<file path="config.mk">
export PLATFORM = sky130hd
export DESIGN_NAME = amcr_mode_regs
export DESIGN_NICKNAME = d
export VERILOG_FILES = /design/src/shared/amcr_pkg.sv /design/src/logic/amcr_mode_regs.sv
export SDC_FILE = /design/constraint.sdc
export NUM_CORES = 1
export LEC_CHECK = 0
export BUFFER_PORTS_ARGS = -buffer_cell sky130_fd_sc_hd__buf_2
export CORE_MARGIN = 2
export CORE_UTILIZATION = 55
export DETAILED_ROUTE_END_ITERATION = 6
export GPL_TIMING_DRIVEN = 0
export PLACE_DENSITY = 0.75
export SYNTH_ARGS = -nofsm -noshare
export SYNTH_HDL_FRONTEND = slang
export SYNTH_SLANG_ARGS = --single-unit
export TNS_END_PERCENT = 100
</file>
<file path="constraint.sdc">
create_clock -name ref_clk -period 2.4 [get_ports ref_clk]
set_input_delay 0.48 -clock ref_clk [delete_from_list [all_inputs] [get_ports ref_clk]]
set_output_delay 0.48 -clock ref_clk [all_outputs]
set_load 0.05 [all_outputs]
</file>
<file path="src/shared/amcr_pkg.sv">
// Constants and carrier types shared by the mode configuration register bank.
`default_nettype none
package amcr_pkg;

  // ==========================================================================
  // Register map and reset values
  // ==========================================================================
  localparam logic [7:0] ADDR_STATUS    = 8'h01;  // Status: new data and alarms.
  localparam logic [7:0] ADDR_CONV_MODE = 8'h03;  // Excitation, mode and delay.
  localparam logic [7:0] ADDR_AUX_CFG   = 8'h04;  // Aux pin connect and direction.
  localparam logic [7:0] ADDR_PWR_IF    = 8'h05;  // Power, options and pin levels.
  localparam logic [7:0] RST_CONV_MODE  = 8'h01;  // Start delay code one.
  localparam logic [7:0] RST_AUX_CFG    = 8'h00;  // All pins unconnected outputs.
  localparam logic [7:0] RST_PWR_IF     = 8'h00;  // Running, options off, low.

  // ==========================================================================
  // Field positions
  // ==========================================================================
  localparam int CM_RSVD     = 7;  // Reserved bit, held at zero.
  localparam int CM_EXC_LO   = 5;  // Excitation field is bits 6:5.
  localparam int CM_SINGLE   = 4;  // One-shot conversion select.
  localparam int AUX_CON_LO  = 4;  // Connect bits are 7:4, direction 3:0.
  localparam int PI_PDN      = 7;  // Software power-down.
  localparam int PI_STAT     = 6;  // Status byte in data reads.
  localparam int PI_CRC      = 5;  // Check code on data.
  localparam int PI_SAR      = 4;  // Serial auto reset.
  localparam int ST_PGA_LOW  = 5;  // Amplifier low alarm.
  localparam int ST_PGA_HIGH = 4;  // Amplifier high alarm.
  localparam int ST_REF_LOW  = 3;  // Reference low alarm.
  localparam int ST_NEW_DATA = 2;  // Conversion data new since last read.
  localparam int AUX_N       = 4;  // Number of auxiliary pins.

  // ==========================================================================
  // Conversion start delay
  // ==========================================================================
  localparam int unsigned CLK_MHZ   = 25;  // Rate of ref_clk.
  localparam int unsigned DLY_CODES = 14;  // Codes 0 to 13 are defined.
  localparam logic [3:0]  DLY_LAST  = 4'hD;  // Highest defined delay code.
  localparam int          DLY_CNT_W = 19;  // Wide enough for the longest delay.
  typedef int unsigned amcr_dly_tab_t [DLY_CODES];
  typedef logic [DLY_CNT_W-1:0] amcr_dcnt_t;
  // Delay per code in nanoseconds.
  localparam amcr_dly_tab_t DLY_NS = '{0, 50000, 59000, 67000, 85000, 119000,
    189000, 328000, 605000, 1160000, 2270000, 4490000, 8930000, 17800000};

  // Turns each delay into ref_clk cycles, rounding up.
  function automatic amcr_dly_tab_t dly_table();
    amcr_dly_tab_t t;
    for (int i = 0; i < DLY_CODES; i++)
    begin
      t[i] = (DLY_NS[i] * CLK_MHZ + 999) / 1000;
    end
    return t;
  endfunction
  localparam amcr_dly_tab_t DLY_CYC = dly_table();

  // ==========================================================================
  // Carrier types
  // ==========================================================================
  typedef enum logic [1:0] {
    EXC_NORMAL = 2'h0,  // Plain dc excitation.
    EXC_CHOP   = 2'h1,  // Chopped input.
    EXC_AC2W   = 2'h2,  // Two-wire ac bridge.
    EXC_AC4W   = 2'h3   // Four-wire ac bridge.
  } amcr_exc_t;

  typedef enum logic [1:0] {SEQ_IDLE, SEQ_DELAY, SEQ_CONV} amcr_seq_t;

  typedef struct packed {
    amcr_exc_t  excitation;
    logic       singleShot;
    logic [3:0] startDelay;
    logic       powerDown;
    logic       statusByteEn;
    logic       checkCodeEn;
    logic       serialAutoResetEn;
  } amcr_cfg_t;

  typedef struct packed {
    logic pgaLow;
    logic pgaHigh;
    logic refLow;
  } amcr_alarm_t;

  typedef struct packed {
    logic [7:0]       convMode;
    logic [7:0]       auxCfg;
    logic [7:0]       pwrIf;
    logic [AUX_N-1:0] auxInSmp;
    amcr_alarm_t      alarm;
    logic             newData;
    amcr_seq_t        seq;
    amcr_dcnt_t       dlyCnt;
    logic             startPrev;
    logic [7:0]       rdData;
    logic             convKick;
    logic             convBusy;
    logic [AUX_N-1:0] auxOut;
    logic [AUX_N-1:0] auxOe;
    amcr_cfg_t        cfg;
  } amcr_state_t;

endpackage
`default_nettype wire

</file>
<file path="src/logic/amcr_mode_regs.sv">
// Mode configuration register bank with start-delay sequencer and aux pins.
`timescale 1ns/1ps
`default_nettype none

// Functional notes
// - Bits 6:5 pick excitation; normal default.
// - Bit 4 zero runs back to back.
// - Bits 3:0 select conversion start delay.
// - Delay resets to code one; 14,15 reserved.
// - Connect bit n joins pin n.
// - Direction bit n: zero output, one input.
// - Level bits hold pin levels, reset low.
// - Power-down bit stops all conversions.
// - Status-byte option follows its bit.
// - Check-code option follows its bit.
// - Serial auto-reset option follows its bit.
// - Status shows new data and alarms.
module amcr_mode_regs
  import amcr_pkg::*;
#(
  parameter amcr_dly_tab_t DELAY_CYC = DLY_CYC  // Delay per code in cycles.
)(
  input  wire logic              ref_clk,     // 25 MHz clock.
  input  wire logic              rst_b,       // Asynchronous reset, active low.
  input  wire logic [7:0]        regAddr,     // Register address.
  input  wire logic [7:0]        regWrData,   // Write data.
  input  wire logic              regWr,       // Write strobe.
  input  wire logic              regRd,       // Read strobe.
  output var  logic [7:0]        regRdData,   // Read data, one cycle later.
  input  wire logic              startPin,    // Conversion start level.
  input  wire logic              convDone,    // Modulator finished a result.
  input  wire logic              dataRead,    // Host read the conversion data.
  input  wire amcr_alarm_t       alarmIn,     // Live alarm levels.
  input  wire logic [AUX_N-1:0]  auxPinIn,    // Aux pin levels.
  output var  logic [AUX_N-1:0]  auxPinOut,   // Aux pin drive levels.
  output var  logic [AUX_N-1:0]  auxPinOe,    // Aux pin output enables.
  output var  logic [AUX_N-1:0]  auxConnect,  // Aux function joined to input.
  output var  amcr_cfg_t         cfgOut,      // Decoded configuration.
  output var  logic              convKick,    // One-cycle conversion start.
  output var  logic              convBusy     // Sequencer not idle.
);

  // ==========================================================================
  // Reset release
  // ==========================================================================
  logic [1:0]  rstPipe;    // Two-stage release of the reset.
  logic        rstSync;    // Reset used by the rest of the block.
  amcr_state_t stateReg;   // All block state except the reset pipe and the assertion counters.
  amcr_state_t stateNext;  // Next value of the block state.

  // Asserts at once, releases after two edges so no flop sees a runt release.
  always_ff @(posedge ref_clk or negedge rst_b)
  begin
    if (!rst_b)
    begin
      rstPipe <= 2'h0;
    end
    else
    begin
      rstPipe <= {rstPipe[0], 1'b1};
    end
  end
  assign rstSync = rstPipe[1];

  // ==========================================================================
  // Next-state logic
  // ==========================================================================
  logic       startRise;  // Start level went from low to high.
  logic [3:0] dlyCode;    // Delay code with reserved codes clamped.
  logic [3:0] auxCon;     // Connect bits of the aux configuration.
  logic [3:0] auxDir;     // Direction bits of the aux configuration.
  logic [3:0] levelRd;    // Level bits as the host reads them.
  logic       runReq;     // Start condition for the current mode.

  // Computes register writes, read data, flags and the sequencer step.
  always_comb
  begin
    stateNext          = stateReg;
    stateNext.convKick = 1'b0;
    stateNext.rdData   = 8'h00;
    stateNext.auxInSmp = auxPinIn;
    stateNext.startPrev = startPin;
    startRise = startPin & ~stateReg.startPrev;
    auxCon    = stateReg.auxCfg[AUX_CON_LO +: AUX_N];
    auxDir    = stateReg.auxCfg[AUX_N-1:0];
    // Input pins read their sampled level, outputs the written one.
    levelRd   = (auxDir & stateReg.auxInSmp) | (~auxDir & stateReg.pwrIf[3:0]);
    // Reserved delay codes act as the longest defined delay.
    dlyCode   = (stateReg.convMode[3:0] > DLY_LAST) ? DLY_LAST
              : stateReg.convMode[3:0];
    // Continuous mode runs while start is high, one-shot on each rise.
    runReq    = stateReg.cfg.singleShot ? startRise : startPin;

    // Register writes; unmapped addresses are ignored.
    if (regWr)
    begin
      unique case (regAddr)
        // The reserved bit is forced low in case the host breaks its promise.
        ADDR_CONV_MODE: stateNext.convMode = regWrData & ~(8'h01 << CM_RSVD);
        ADDR_AUX_CFG:   stateNext.auxCfg = regWrData;
        ADDR_PWR_IF:    stateNext.pwrIf = regWrData;
        default:        stateNext.auxCfg = stateReg.auxCfg;
      endcase
    end

    // Register reads; unmapped addresses read zero.
    if (regRd)
    begin
      unique case (regAddr)
        ADDR_STATUS:
        begin
          stateNext.rdData[ST_PGA_LOW]  = stateReg.alarm.pgaLow;
          stateNext.rdData[ST_PGA_HIGH] = stateReg.alarm.pgaHigh;
          stateNext.rdData[ST_REF_LOW]  = stateReg.alarm.refLow;
          stateNext.rdData[ST_NEW_DATA] = stateReg.newData;
        end
        ADDR_CONV_MODE: stateNext.rdData = stateReg.convMode;
        ADDR_AUX_CFG:   stateNext.rdData = stateReg.auxCfg;
        ADDR_PWR_IF:    stateNext.rdData = {stateReg.pwrIf[7:4], levelRd};
        default:        stateNext.rdData = 8'h00;
      endcase
    end

    // Sequencer: optional start delay, then one kick per conversion.
    unique case (stateReg.seq)
      SEQ_IDLE:
      begin
        if (runReq)
        begin
          stateNext.seq    = SEQ_DELAY;
          stateNext.dlyCnt = amcr_dcnt_t'(DELAY_CYC[dlyCode]);
        end
      end
      SEQ_DELAY:
      begin
        if (!stateReg.cfg.singleShot && !startPin)
        begin
          stateNext.seq = SEQ_IDLE;  // Start dropped before the kick.
        end
        else if (stateReg.dlyCnt == '0)
        begin
          stateNext.seq      = SEQ_CONV;
          stateNext.convKick = 1'b1;
        end
        else
        begin
          stateNext.dlyCnt = stateReg.dlyCnt - amcr_dcnt_t'(1);
        end
      end
      SEQ_CONV:
      begin
        if (convDone)
        begin
          if (!stateReg.cfg.singleShot && startPin)
          begin
            stateNext.seq    = SEQ_DELAY;
            stateNext.dlyCnt = amcr_dcnt_t'(DELAY_CYC[dlyCode]);
          end
          else
          begin
            stateNext.seq = SEQ_IDLE;
          end
        end
      end
      default: stateNext.seq = SEQ_IDLE;
    endcase
    // Power-down halts the sequencer wherever it stands.
    if (stateNext.pwrIf[PI_PDN])
    begin
      stateNext.seq      = SEQ_IDLE;
      stateNext.convKick = 1'b0;  // A kick due in the same cycle is dropped too.
    end

    // New-data flag: a result in the same cycle as a read still sets it.
    if (dataRead)
    begin
      stateNext.newData = 1'b0;
    end
    if (stateReg.seq == SEQ_CONV && convDone)
    begin
      stateNext.newData = 1'b1;
    end
    // Alarms restart at each conversion start; a live alarm wins the clear.
    stateNext.alarm = (stateNext.convKick ? '0 : stateReg.alarm) | alarmIn;

    // Registered copies of the decoded outputs.
    stateNext.convBusy   = (stateNext.seq != SEQ_IDLE);
    stateNext.cfg.excitation = amcr_exc_t'(stateNext.convMode[CM_EXC_LO +: 2]);
    stateNext.cfg.singleShot = stateNext.convMode[CM_SINGLE];
    stateNext.cfg.startDelay = stateNext.convMode[3:0];
    stateNext.cfg.powerDown  = stateNext.pwrIf[PI_PDN];
    stateNext.cfg.statusByteEn      = stateNext.pwrIf[PI_STAT];
    stateNext.cfg.checkCodeEn       = stateNext.pwrIf[PI_CRC];
    stateNext.cfg.serialAutoResetEn = stateNext.pwrIf[PI_SAR];
    // A pin drives only when connected and set as an output.
    stateNext.auxOe  = stateNext.auxCfg[AUX_CON_LO +: AUX_N]
                     & ~stateNext.auxCfg[AUX_N-1:0];
    stateNext.auxOut = stateNext.auxOe & stateNext.pwrIf[3:0];
  end

  // ==========================================================================
  // State register
  // ==========================================================================
  // Loads the documented reset values, then follows the next state.
  always_ff @(posedge ref_clk or negedge rstSync)
  begin
    if (!rstSync)
    begin
      stateReg                <= '0;
      stateReg.convMode       <= RST_CONV_MODE;
      stateReg.auxCfg         <= RST_AUX_CFG;
      stateReg.pwrIf          <= RST_PWR_IF;
      stateReg.cfg.startDelay <= RST_CONV_MODE[3:0];
    end
    else
    begin
      stateReg <= stateNext;
    end
  end

  // Outputs come straight from the state register.
  assign regRdData  = stateReg.rdData;
  assign auxPinOut  = stateReg.auxOut;
  assign auxPinOe   = stateReg.auxOe;
  assign auxConnect = stateReg.auxCfg[AUX_CON_LO +: AUX_N];
  assign cfgOut     = stateReg.cfg;
  assign convKick   = stateReg.convKick;
  assign convBusy   = stateReg.convBusy;

  amcr_dcnt_t dlyElapsed;  // Cycles spent waiting in the delay state.
  logic [3:0] dlyCodeHeld;  // Clamped code used for the current wait.

  // Counts the wait so the kick time can be checked against the table.
  always_ff @(posedge ref_clk or negedge rstSync)
  begin
    if (!rstSync)
    begin
      dlyElapsed  <= '0;
      dlyCodeHeld <= 4'h0;
    end
    else if (stateReg.seq != SEQ_DELAY)
    begin
      dlyElapsed  <= '0;
      dlyCodeHeld <= dlyCode;
    end
    else
    begin
      dlyElapsed <= dlyElapsed + amcr_dcnt_t'(1);
    end
  end
endmodule
`default_nettype wire

</file>
Word-level counts from Yosys, hierarchy flattened:

Memories as Yosys holds them, arrays and structs flattened.
Index checks and enable logic that the tools add are counted.

* multiplexer cells: 30
* $add $sub $neg: 1
* equality and inequality tests: 11
* magnitude comparators: 2
* reduce and logical (&&, ||, !) cells: 11
* shifts and indexed selects: 0
* multiply operators: 0
* bitwise logic cells: 11
* divide/modulo/power cells: 0

Operators by type and width (count)
* $mux 19: 5
* $pmux 19 s3: 1
* $mux 21: 2
* $mux 8: 3
* $mux 23: 1
* $logic_not 19->1: 1
* $sub 19x1->19 const B: 1
* $pmux 2 s3: 3
* $and 4x4->4: 4
* $eq 8x3->1 const B: 2
* $pmux 4 s4: 1
* $ne 2x2->1 const B: 5
* $eq 8x1->1 const B: 1
* $eq 8x2->1 const B: 1
* $mux 1: 8
* $not 4->4: 2
* $mux 7: 1
* $mux 2: 3
* $reduce_and 6->1: 1
* $ge 5x5->1 const B: 1
* $not 4->5: 1
* $gt 4x4->1 const B: 1
* $mux 4: 1
* $or 4x4->4: 1
* other kinds (11): 15

* input port bits: 30
* output and inout port bits: 33
* memories: 1
* latch bits: 0
* bits in writable memories: 0
* memory bits (read-only): 512
* word-level logic and storage cells: 91
* bits in registers: 84

Memories
* (no name shown): words 16, width 32, rd ports 1, clocked after Yosys merged registers in 0, write ports 0, RTL line amcr_mode_regs.sv:157 `stateNext.dlyCnt = amcr_dcnt_t'(DELAY_CYC[dlyCode]);`

Logic depth before layout (Yosys ltp):

Gate-level depths: netlist (run 1).

* word-level depth: 11
* gate-level depth with buffers: 9
* gate-level depth less buffers: 8

Least setup slack after synthesis (run 1):

Ideal clock, no wire load.

* path kind: register to register
* from: register cfgOut[6] (netlist name)
* to: register stateReg[36] (netlist name)
* period minus slack after synthesis: 2186 ps
* path buffers: 2
* arrival: 2065 ps
* required time: 2279 ps
* library setup time: 121 ps
* slack: 214 ps
* stages on the path, launching flop included: 10
* cell sequence: dfrtp_1 > clkbuf_1 > buf_1 > a21oi_1 > ha_1 > nand2b_1 > nor2_1 > a221oi_1 > o22ai_1 > a22o_1

RTL lines
* end signal: assignment: RTL line amcr_mode_regs.sv:217 `stateReg <= stateNext;`
* end: declaration: RTL line amcr_mode_regs.sv:48 `amcr_state_t stateReg;`

==> impl_metrics.env, run 1 <==
export IMPL_slew_headroom=0.409
export IMPL_power_internal_mw=2.87
export IMPL_die_y_um=91.1
export IMPL_n_antenna_cell=0
export IMPL_ys_seq_area_frac=0.438
export IMPL_synth_top_cells_by_area="dfrtp_1 (43%), mux2_2 (7.3%), buf_4 (5.6%)"
export IMPL_gr_total_overflow=0
export IMPL_tns_ns=0
export IMPL_layout_area_seq_sq_um=1830
export IMPL_initial_core_util=0.572
export IMPL_drc=0
export IMPL_syn_inst=419
export IMPL_cp_startpoint="regAddr[3]"
export IMPL_slew_violations=0
export IMPL_switching_share=0.429
export IMPL_drt_iter0_drc=328
export IMPL_cpPeakStageDelay_ns=0.62
export IMPL_clockPowerShare=0.192
export IMPL_ys_async_sr_fraction=1.00
export IMPL_dieWidth_um=91.1
export IMPL_status="complete, no violations"
export IMPL_synth_area_per_cell_sq_um=9.96
export IMPL_drive_gt1_frac=0.335
export IMPL_areaGrowthSynthToFinish_pct=17.5
export IMPL_num_fill_cells=623
export IMPL_finalNetCount=538
export IMPL_fin_skew_ns=0.00720
export IMPL_grt_use_total=0.264
export IMPL_vias=3575
export IMPL_cp_arrival_ns=2.62
export IMPL_ctsHtreeMaxLevel=3
export IMPL_worstHoldPathType="input port to flip-flop"
export IMPL_ir_worst_vdd_mv=0.506
export IMPL_ys_types=59
export IMPL_multi_input_area_sq_um=2000
export IMPL_antenna_found_initial=0
export IMPL_fin_ws_ns=0.0213
export IMPL_maxCapViolations=0
export IMPL_routed_via_density=5.95
export IMPL_grt_max_degree=72
export IMPL_worstSkewPairLatency_ns=0.34
export IMPL_ant_nets=0
export IMPL_grt_pass1_vias=3383
export IMPL_cts_made_buffers=9
export IMPL_synth_top_area_frac=0.432
export IMPL_fin_crit_ns=2.38
export IMPL_dp_hpwl_um=7620
export IMPL_synthFlopType="dfrtp_1"
export IMPL_fmaxAchievable_mhz=420
export IMPL_rr_startpoint="stateReg[78]"
export IMPL_gp_congestion=0.907
export IMPL_path_max_fanout=8
export IMPL_dr_pass1_iters=5
export IMPL_endpoint_kind="flip-flop"
export IMPL_combPwrFrac=0.479
export IMPL_p_seq_frac=0.329
export IMPL_hold_violations=0
export IMPL_synth_edf_count=0
export IMPL_ys_ff_latch=73
export IMPL_io_buffers=61
export IMPL_cts_tree="done"
export IMPL_io_pin_count=63
export IMPL_crit_path_start_kind="input port"
export IMPL_critPathRequiredTime_ns=2.64
export IMPL_setup_violations=0
export IMPL_drt_wl_total_um=10900
export IMPL_grt_pass1_wl_um=17300
export IMPL_p_sw_mw=2.16
export IMPL_cts_root_buf="clkbuf_8"
export IMPL_synth_largest_area_cell="dfrtp_1"
export IMPL_slowest_stage="nand4b_1"
export IMPL_hp_start="auxPinIn[0]"
export IMPL_netlist_area_sq_um=4170
export IMPL_ys_warn_count=0
export IMPL_wire_per_inst_um=18.1
export IMPL_core_area_sq_um=7290
export IMPL_path_class="input port to flip-flop"
export IMPL_dieArea_sq_um=8300
export IMPL_dp_slack_ns=-0.290
export IMPL_synthesis_nets=460
export IMPL_path_clk_slew_ns=0.08
export IMPL_rows=31
export IMPL_p_leak_nw=2.41
export IMPL_clock_sinks=73
export IMPL_power_density_nw_per_um2=1020
export IMPL_tightest_slew_ns=0.887
export IMPL_clock_path_buffers=2
export IMPL_path_cells="buf_2 > nor4_1 > nand4b_1 > mux2_2 > nand2b_1 > a21o_1"
export IMPL_layout_worst_path_cycle_share=0.991
[cell usage after synthesis, types with 9 or more instances]
library cell / number
nor2_1: 12
clkbuf_1: 13
nand3_1: 17
mux2_2: 27
nand2_1: 28
o21ai_0: 20
a22o_1: 9
dfrtp_1: 72
a21oi_1: 17
buf_4: 31
nor2b_1: 10
a31oi_1: 9
inv_1: 18
ha_1: 11
[power groups by stage]
| stage | Clock (mW) | Combinational [mW] | Sequential [mW] |
|---|---|---|---|
| finish | 0.966 | 2.41 | 1.65 |
| global placement | 0 | 2.16 | 1.66 |
| floorplan | 0 | 1.65 | 1.64 |
| CTS | 0.974 | 2.23 | 1.64 |
| global route | 1.04 | 2.61 | 1.69 |
| detailed placement | 0 | 2.19 | 1.66 |
[sequential cells by signal, indices dropped and copies added (netlist names)]
signal      flops
stateReg       40
regRdData       8
cfgOut          5
auxConnect      4
auxDir          4
auxPinOe        4
auxPinOut       4
rstPipe         2
convBusy        1
convKick        1
[logic make-up (layout without fill, tap and decap cells)]
logic type	count (synthesis)	count (layout)	synth area share
compound gates	116	116	0.192
fa+ha+maj	11	11	0.0330
buf+inv	69	152	0.0941
flops	73	73	0.438
mux	29	29	0.0779
other cells	1	1	0.000898
simple gates	120	120	0.164
[path summary, 6_finish.rpt]
path | endpoint | depth (start not counted) | slack (ns)
min in group asynchronous | rstPipe[1] | 2 | 0.43
min reg2reg | rstPipe[1] | 0 | 0.36
max in group asynchronous | auxConnect[2] | 0 | 1.37
max | stateReg[52] | 6 | 0.02
max reg2reg | stateReg[36] | 9 | 0.12
min | stateReg[55] | 1 | 0.24
[through the flow]
stage / area (sq um) / instances / util / hold WS [ns] / power (mW)
after floorplan: 4170 / 419 / - / 0.184 / 3.29
after global placement: 4600 / 579 / 0.631 / 0.265 / 3.82
after detailed placement: 4610 / 579 / 0.632 / 0.267 / 3.85
after CTS: 4830 / 596 / 0.662 / 0.227 / 4.84
after global routing: 4910 / 601 / 0.673 / 0.224 / 5.33
final: 4910 / 601 / 0.673 / 0.238 / 5.03
[repair_timing]
action | 4_1_cts | 5_1_grt
hold buffers | 1 | 0
pin swaps | 0 | 3
hold endpoints to repair | 2 | 0
setup endpoints to repair | 10 | 18
resized for setup | 6 | 11
buffers inserted | 0 | 5
[cells in the final DEF (no fill, tap or decap), drive strengths merged, types with 9 or more instances in the layout]
cell / count
nand3: 17
a21oi: 17
a31oi: 9
dfrtp: 72
nand2: 28
mux2: 28
o21ai: 21
nor2b: 10
buf: 102
inv: 19
clkbuf: 24
a22o: 9
ha: 11
nor2: 12
[routing by layer]
layer / part of all wire / track usage / routed length (um) / up-vias
met5: 0 / 0 / 0 / -
met4: 0.015 / 0.0871 / 163 / 0
met3: 0.062 / 0.0498 / 674 / 13
met2: 0.47 / 0.404 / 5160 / 144
met1: 0.45 / 0.379 / 4890 / 1759
li1: - / - / - / 1659
[critical path: cells and delay by family]
family / cells / cell delay (ns)
AO/OA/AOI/OAI: 1 / 0.21
buffers and inverters: 1 / 0.10
multiplexers: 1 / 0.54
AND/OR/NAND/NOR: 3 / 1.28
[final cells by class]
type	instances	area share
clock inverters	7	0.0143
well taps	99	0.0252
plain buffers	51	0.0686
repair buffers	67	0.0719
multi-input cells	277	0.408
inverters	18	0.0138
clock buffers	9	0.0252
flip-flops and latches	73	0.373
(Power assumes the default switching activity.)
==> run 2, diff against run 1 <==
clock period = 2.7 ns   (was 2.4 ns; I/O delays follow)
==> impl_metrics.env, run 2 (same netlist as run 1, synthesis figures left out) <==
export IMPL_layout_area_seq_sq_um=1830
export IMPL_drt_wl_total_um=10700
export IMPL_placed_area_sq_um=4610
export IMPL_n_antenna_cell=0
export IMPL_vias=3545
export IMPL_drive_gt1_frac=0.314
export IMPL_fin_ws_ns=0.146
export IMPL_num_fill_cells=629
export IMPL_layout_common_cells="dfrtp_1 (71), buf_2 (63), buf_4 (31)"
export IMPL_rsz0062_at_grt="no"
export IMPL_layout_worst_path_cycle_share=0.946
export IMPL_io_pin_count=63
export IMPL_critPathRequiredTime_ns=2.93
export IMPL_setup_violations=0
export IMPL_dp_slack_ns=-0.0496
export IMPL_cp_arrival_ns=2.78
export IMPL_total_power_mw=4.32
export IMPL_gr_total_overflow=0
export IMPL_p_leak_nw=2.37
export IMPL_dp_hpwl_um=7620
export IMPL_status="complete, no violations"
export IMPL_ant_nets=0
export IMPL_maxCapViolations=0
export IMPL_worstSkewPairLatency_ns=0.34
export IMPL_grt_max_degree=72
export IMPL_path_clk_slew_ns=0.08
export IMPL_dieArea_sq_um=8300
export IMPL_clock_path_buffers=2
export IMPL_finalNetCount=533
export IMPL_die_y_um=91.1
export IMPL_dieWidth_um=91.1
export IMPL_rows=31
export IMPL_wire_per_inst_um=18.0
export IMPL_gp_congestion=0.907
export IMPL_path_max_fanout=6
export IMPL_endpoint_kind="flip-flop"
export IMPL_drc=0
export IMPL_antenna_found_initial=0
export IMPL_multi_input_area_sq_um=1960
export IMPL_areaGrowthSynthToFinish_pct=15.4
export IMPL_tightest_slew_ns=0.886
export IMPL_cp_startpoint="stateReg[31]"
export IMPL_hp_start="auxPinIn[0]"
export IMPL_regMostFlops="stateReg"
export IMPL_fmaxAchievable_mhz=392
export IMPL_path_class="flip-flop to flip-flop"
export IMPL_utilization=0.661
export IMPL_slew_headroom=0.409
export IMPL_largest_reg_flops=40
export IMPL_fin_skew_ns=0.00824
export IMPL_dr_pass1_iters=5
export IMPL_ctsHtreeMaxLevel=3
export IMPL_core_area_sq_um=7290
export IMPL_fin_area_sq_um=4820
export IMPL_slew_violations=0
export IMPL_cts_made_buffers=9
export IMPL_routed_via_density=5.95
export IMPL_final_common_cell="dfrtp_1"
export IMPL_hold_worst_slack_ns=0.299
export IMPL_clock_sinks=73
export IMPL_worstHoldPathType="input port to flip-flop"
export IMPL_ir_worst_vdd_mv=0.421
export IMPL_fin_crit_ns=2.55
export IMPL_grt_use_total=0.264
export IMPL_grt_pass1_vias=3367
export IMPL_hold_violations=0
export IMPL_power_density_nw_per_um2=896
export IMPL_crit_path_start_kind="flip-flop"
export IMPL_cts_tree="done"
export IMPL_cts_root_buf="clkbuf_8"
export IMPL_grt_pass1_wl_um=17200
export IMPL_drt_iter0_drc=298
export IMPL_io_buffers=61
export IMPL_initial_core_util=0.572
export IMPL_rr_startpoint="stateReg[31]"
run 2: path summary, 6_finish.rpt:
path,endpoint,slack (ns),cells past startpoint
worst max-delay path,stateReg[46],0.15,7
worst min-delay path,stateReg[55],0.30,1
worst max register to register,stateReg[46],0.15,7
worst min register to register,rstPipe[1],0.36,0
max in group asynchronous,auxPinOe[0],1.67,0
min in group asynchronous,convKick,0.47,0
run 2: stage by stage:
stage / cells / setup TNS [ns]
after floorplan: 419 / 0
after global placement: 579 / -20.36
after detailed placement: 579 / -0.132
after CTS: 596 / 0
after global routing: 596 / 0
final: 596 / 0
run 2: repair_timing:
item | 4_1_cts | 5_1_grt
setup endpoints to repair | 0 | 7
hold endpoints to repair | 2 | 0
hold buffers | 1 | 0
gates resized for setup | 0 | 5
buffers inserted | 0 | 0
run 2: metal layers:
| layer | track usage | routed length [um] |
|---|---|---|
| met5 | 0 | 0 |
| met4 | 0.0808 | 168 |
| met3 | 0.0490 | 652 |
| met2 | 0.406 | 4990 |
| met1 | 0.380 | 4920 |
run 2: final cells by class:
type / instances / share of cell area
Multi-Input combinational cell: 277 / 0.406
Clock inverter: 7 / 0.0145
Inverter: 18 / 0.0140
Clock buffer: 9 / 0.0257
Sequential cell: 73 / 0.380
Buffer: 51 / 0.0683
Tap cell: 99 / 0.0257
Timing Repair Buffer: 62 / 0.0654
run 2: where the power goes:
group / leakage (nW) / internal (mW) / total, mW / switching (mW)
Sequential: 0.967 / 1.26 / 1.46 / 0.196
Clock: 0.0994 / 0.427 / 0.856 / 0.429
Combinational: 1.30 / 0.760 / 2.00 / 1.24
Total: 2.37 / 2.45 / 4.32 / 1.87
run 2: worst max-delay path, cell delays in order (launching register included):
cell,delay [ns]
dfrtp_1,0.41
inv_1,0.11
ha_1,0.21
nor3b_1,0.68
nand3_1,0.35
o31ai_1,0.28
nand3_1,0.11
a22o_1,0.28
==> run 3, diff against run 2 <==
RECOVER_POWER = 50   (was unset)
==> impl_metrics.env, run 3 (same netlist as run 1, synthesis figures left out) <==
export IMPL_io_pin_count=63
export IMPL_path_max_fanout=6
export IMPL_fmaxAchievable_mhz=388
export IMPL_crit_path_start_kind="flip-flop"
export IMPL_wire_per_inst_um=18.0
export IMPL_path_clk_slew_ns=0.09
export IMPL_slowest_stage="nor3b_1"
export IMPL_drt_wl_total_um=10700
export IMPL_setup_violations=0
export IMPL_grt_pass1_vias=3367
export IMPL_worstSkewPairLatency_ns=0.34
export IMPL_status="finished, violations left"
export IMPL_tightest_slew_ns=1.50
export IMPL_ctsHtreeMaxLevel=3
export IMPL_critPathRequiredTime_ns=2.93
export IMPL_p_leak_nw=2.33
export IMPL_regMostFlops="stateReg"
export IMPL_grt_pass1_wl_um=17200
export IMPL_crit_top_cell="nand3_1"
export IMPL_routed_via_density=5.97
export IMPL_cpPeakStageDelay_ns=0.69
export IMPL_finalNetCount=533
export IMPL_clock_sinks=73
export IMPL_clock_path_buffers=2
export IMPL_ir_worst_vdd_mv=0.425
export IMPL_drive_gt1_frac=0.294
export IMPL_cts_tree="done"
export IMPL_power_density_nw_per_um2=899
export IMPL_rr_startpoint="stateReg[31]"
export IMPL_antenna_found_initial=0
export IMPL_n_antenna_cell=0
export IMPL_maxCapViolations=1
export IMPL_layout_common_cells="dfrtp_1 (71), buf_2 (53), buf_4 (31)"
export IMPL_dr_pass1_iters=5
export IMPL_cts_made_buffers=9
export IMPL_final_common_cell="dfrtp_1"
export IMPL_dieArea_sq_um=8300
export IMPL_grt_use_total=0.264
export IMPL_worstHoldPathType="input port to flip-flop"
export IMPL_path_class="flip-flop to flip-flop"
export IMPL_largest_reg_flops=40
export IMPL_layout_worst_path_cycle_share=0.954
export IMPL_cp_arrival_ns=2.80
export IMPL_tns_ns=0
export IMPL_rsz0062_at_grt="no"
export IMPL_gp_congestion=0.907
export IMPL_failed_checks="capacitance limit, slew limit"
export IMPL_core_area_sq_um=7290
export IMPL_drt_iter0_drc=307
export IMPL_die_y_um=91.1
export IMPL_vias=3556
export IMPL_cp_startpoint="stateReg[31]"
export IMPL_fin_skew_ns=0.0105
export IMPL_cts_setup_buffers=0
export IMPL_io_buffers=61
export IMPL_r2r_cells=7
export IMPL_fin_crit_ns=2.58
export IMPL_slew_headroom=-0.00217
export IMPL_gr_total_overflow=0
export IMPL_endpoint_kind="flip-flop"
export IMPL_initial_core_util=0.572
export IMPL_hold_violations=0
export IMPL_dp_hpwl_um=7620
export IMPL_cts_root_buf="clkbuf_8"
export IMPL_slew_violations=71
export IMPL_rows=31
export IMPL_hold_path_depth=1
export IMPL_dieWidth_um=91.1
export IMPL_utilization=0.659
export IMPL_hp_start="auxPinIn[0]"
export IMPL_drc=0
export IMPL_num_fill_cells=640
export IMPL_areaGrowthSynthToFinish_pct=15.1
export IMPL_grt_max_degree=72
export IMPL_path_cells="inv_1 > ha_1 > nor3b_1 > nand3_1 > o31ai_1 > nand3_1 > a22o_1"
export IMPL_ant_nets=0
## run 3: changes by cell type in the layout (fill, tap and decap cells not counted)
cell	previous run	this run
buf_2	63	53
clkbuf_1	12	22
dfrtp_2	0	1
dfrtp_4	1	0
## run 3: area by class of cell
| cell class | instances | area (sq um) | area share |
|---|---|---|---|
| Buffer | 51 | 329 | 0.0685 |
| Clock buffer | 9 | 124 | 0.0258 |
| Clock inverter | 7 | 70.1 | 0.0146 |
| Inverter | 18 | 67.6 | 0.0141 |
| Multi-Input combinational cell | 277 | 1960 | 0.407 |
| Sequential cell | 73 | 1830 | 0.381 |
| Tap cell | 99 | 124 | 0.0258 |
| Timing Repair Buffer | 62 | 303 | 0.0630 |
## run 3: per-stage QoR
step / std cells / hold WS (ns) / setup WS [ns] / power [mW] / instance area, sq um
after floorplan: 419 / 0.244 / 0.514 / 2.93 / 4170
after global placement: 579 / 0.325 / -0.296 / 3.40 / 4600
after detailed placement: 579 / 0.327 / -0.0496 / 3.42 / 4610
after CTS: 596 / 0.287 / 0.0703 / 4.28 / 4810
after global routing: 596 / 0.284 / 0.00398 / 4.58 / 4800
final: 596 / 0.299 / 0.124 / 4.32 / 4800
## run 3: power breakdown
group	switching, mW	leakage, nW	internal (mW)
combinational	1.24	1.26	0.756
sequential	0.195	0.967	1.26
clock	0.435	0.0994	0.427
## run 3: worst paths after layout
check	endpoint	slack, ns
max	stateReg[46]	0.12
min	stateReg[55]	0.30
max reg2reg	stateReg[46]	0.12
min reg2reg	rstPipe[1]	0.36
max in group asynchronous	stateReg[55]	1.15
min in group asynchronous	rstPipe[0]	0.49
## run 3: metal layers
| metal | global-route usage | part of all wire | vias up |
|---|---|---|---|
| met5 | 0 | 0 | - |
| met4 | 0.0808 | 0.016 | 0 |
| met1 | 0.380 | 0.45 | 1740 |
| met2 | 0.406 | 0.47 | 155 |
| met3 | 0.0490 | 0.063 | 12 |
| li1 | - | - | 1649 |
## run 3: timing repair
item / in CTS / in global routing
hold buffers: 1 / 0
hold endpoints to repair: 2 / 0
resized for setup: 0 / 5
endpoints found under the setup margin: 0 / 7
## run 3: critical path, delay by kind of cell (launching register included)
family          cells  cell delay [ns]
buf+inv             1             0.11
simple gates        3             1.16
flops               1             0.41
fa+ha+maj           1             0.21
compound gates      2             0.56
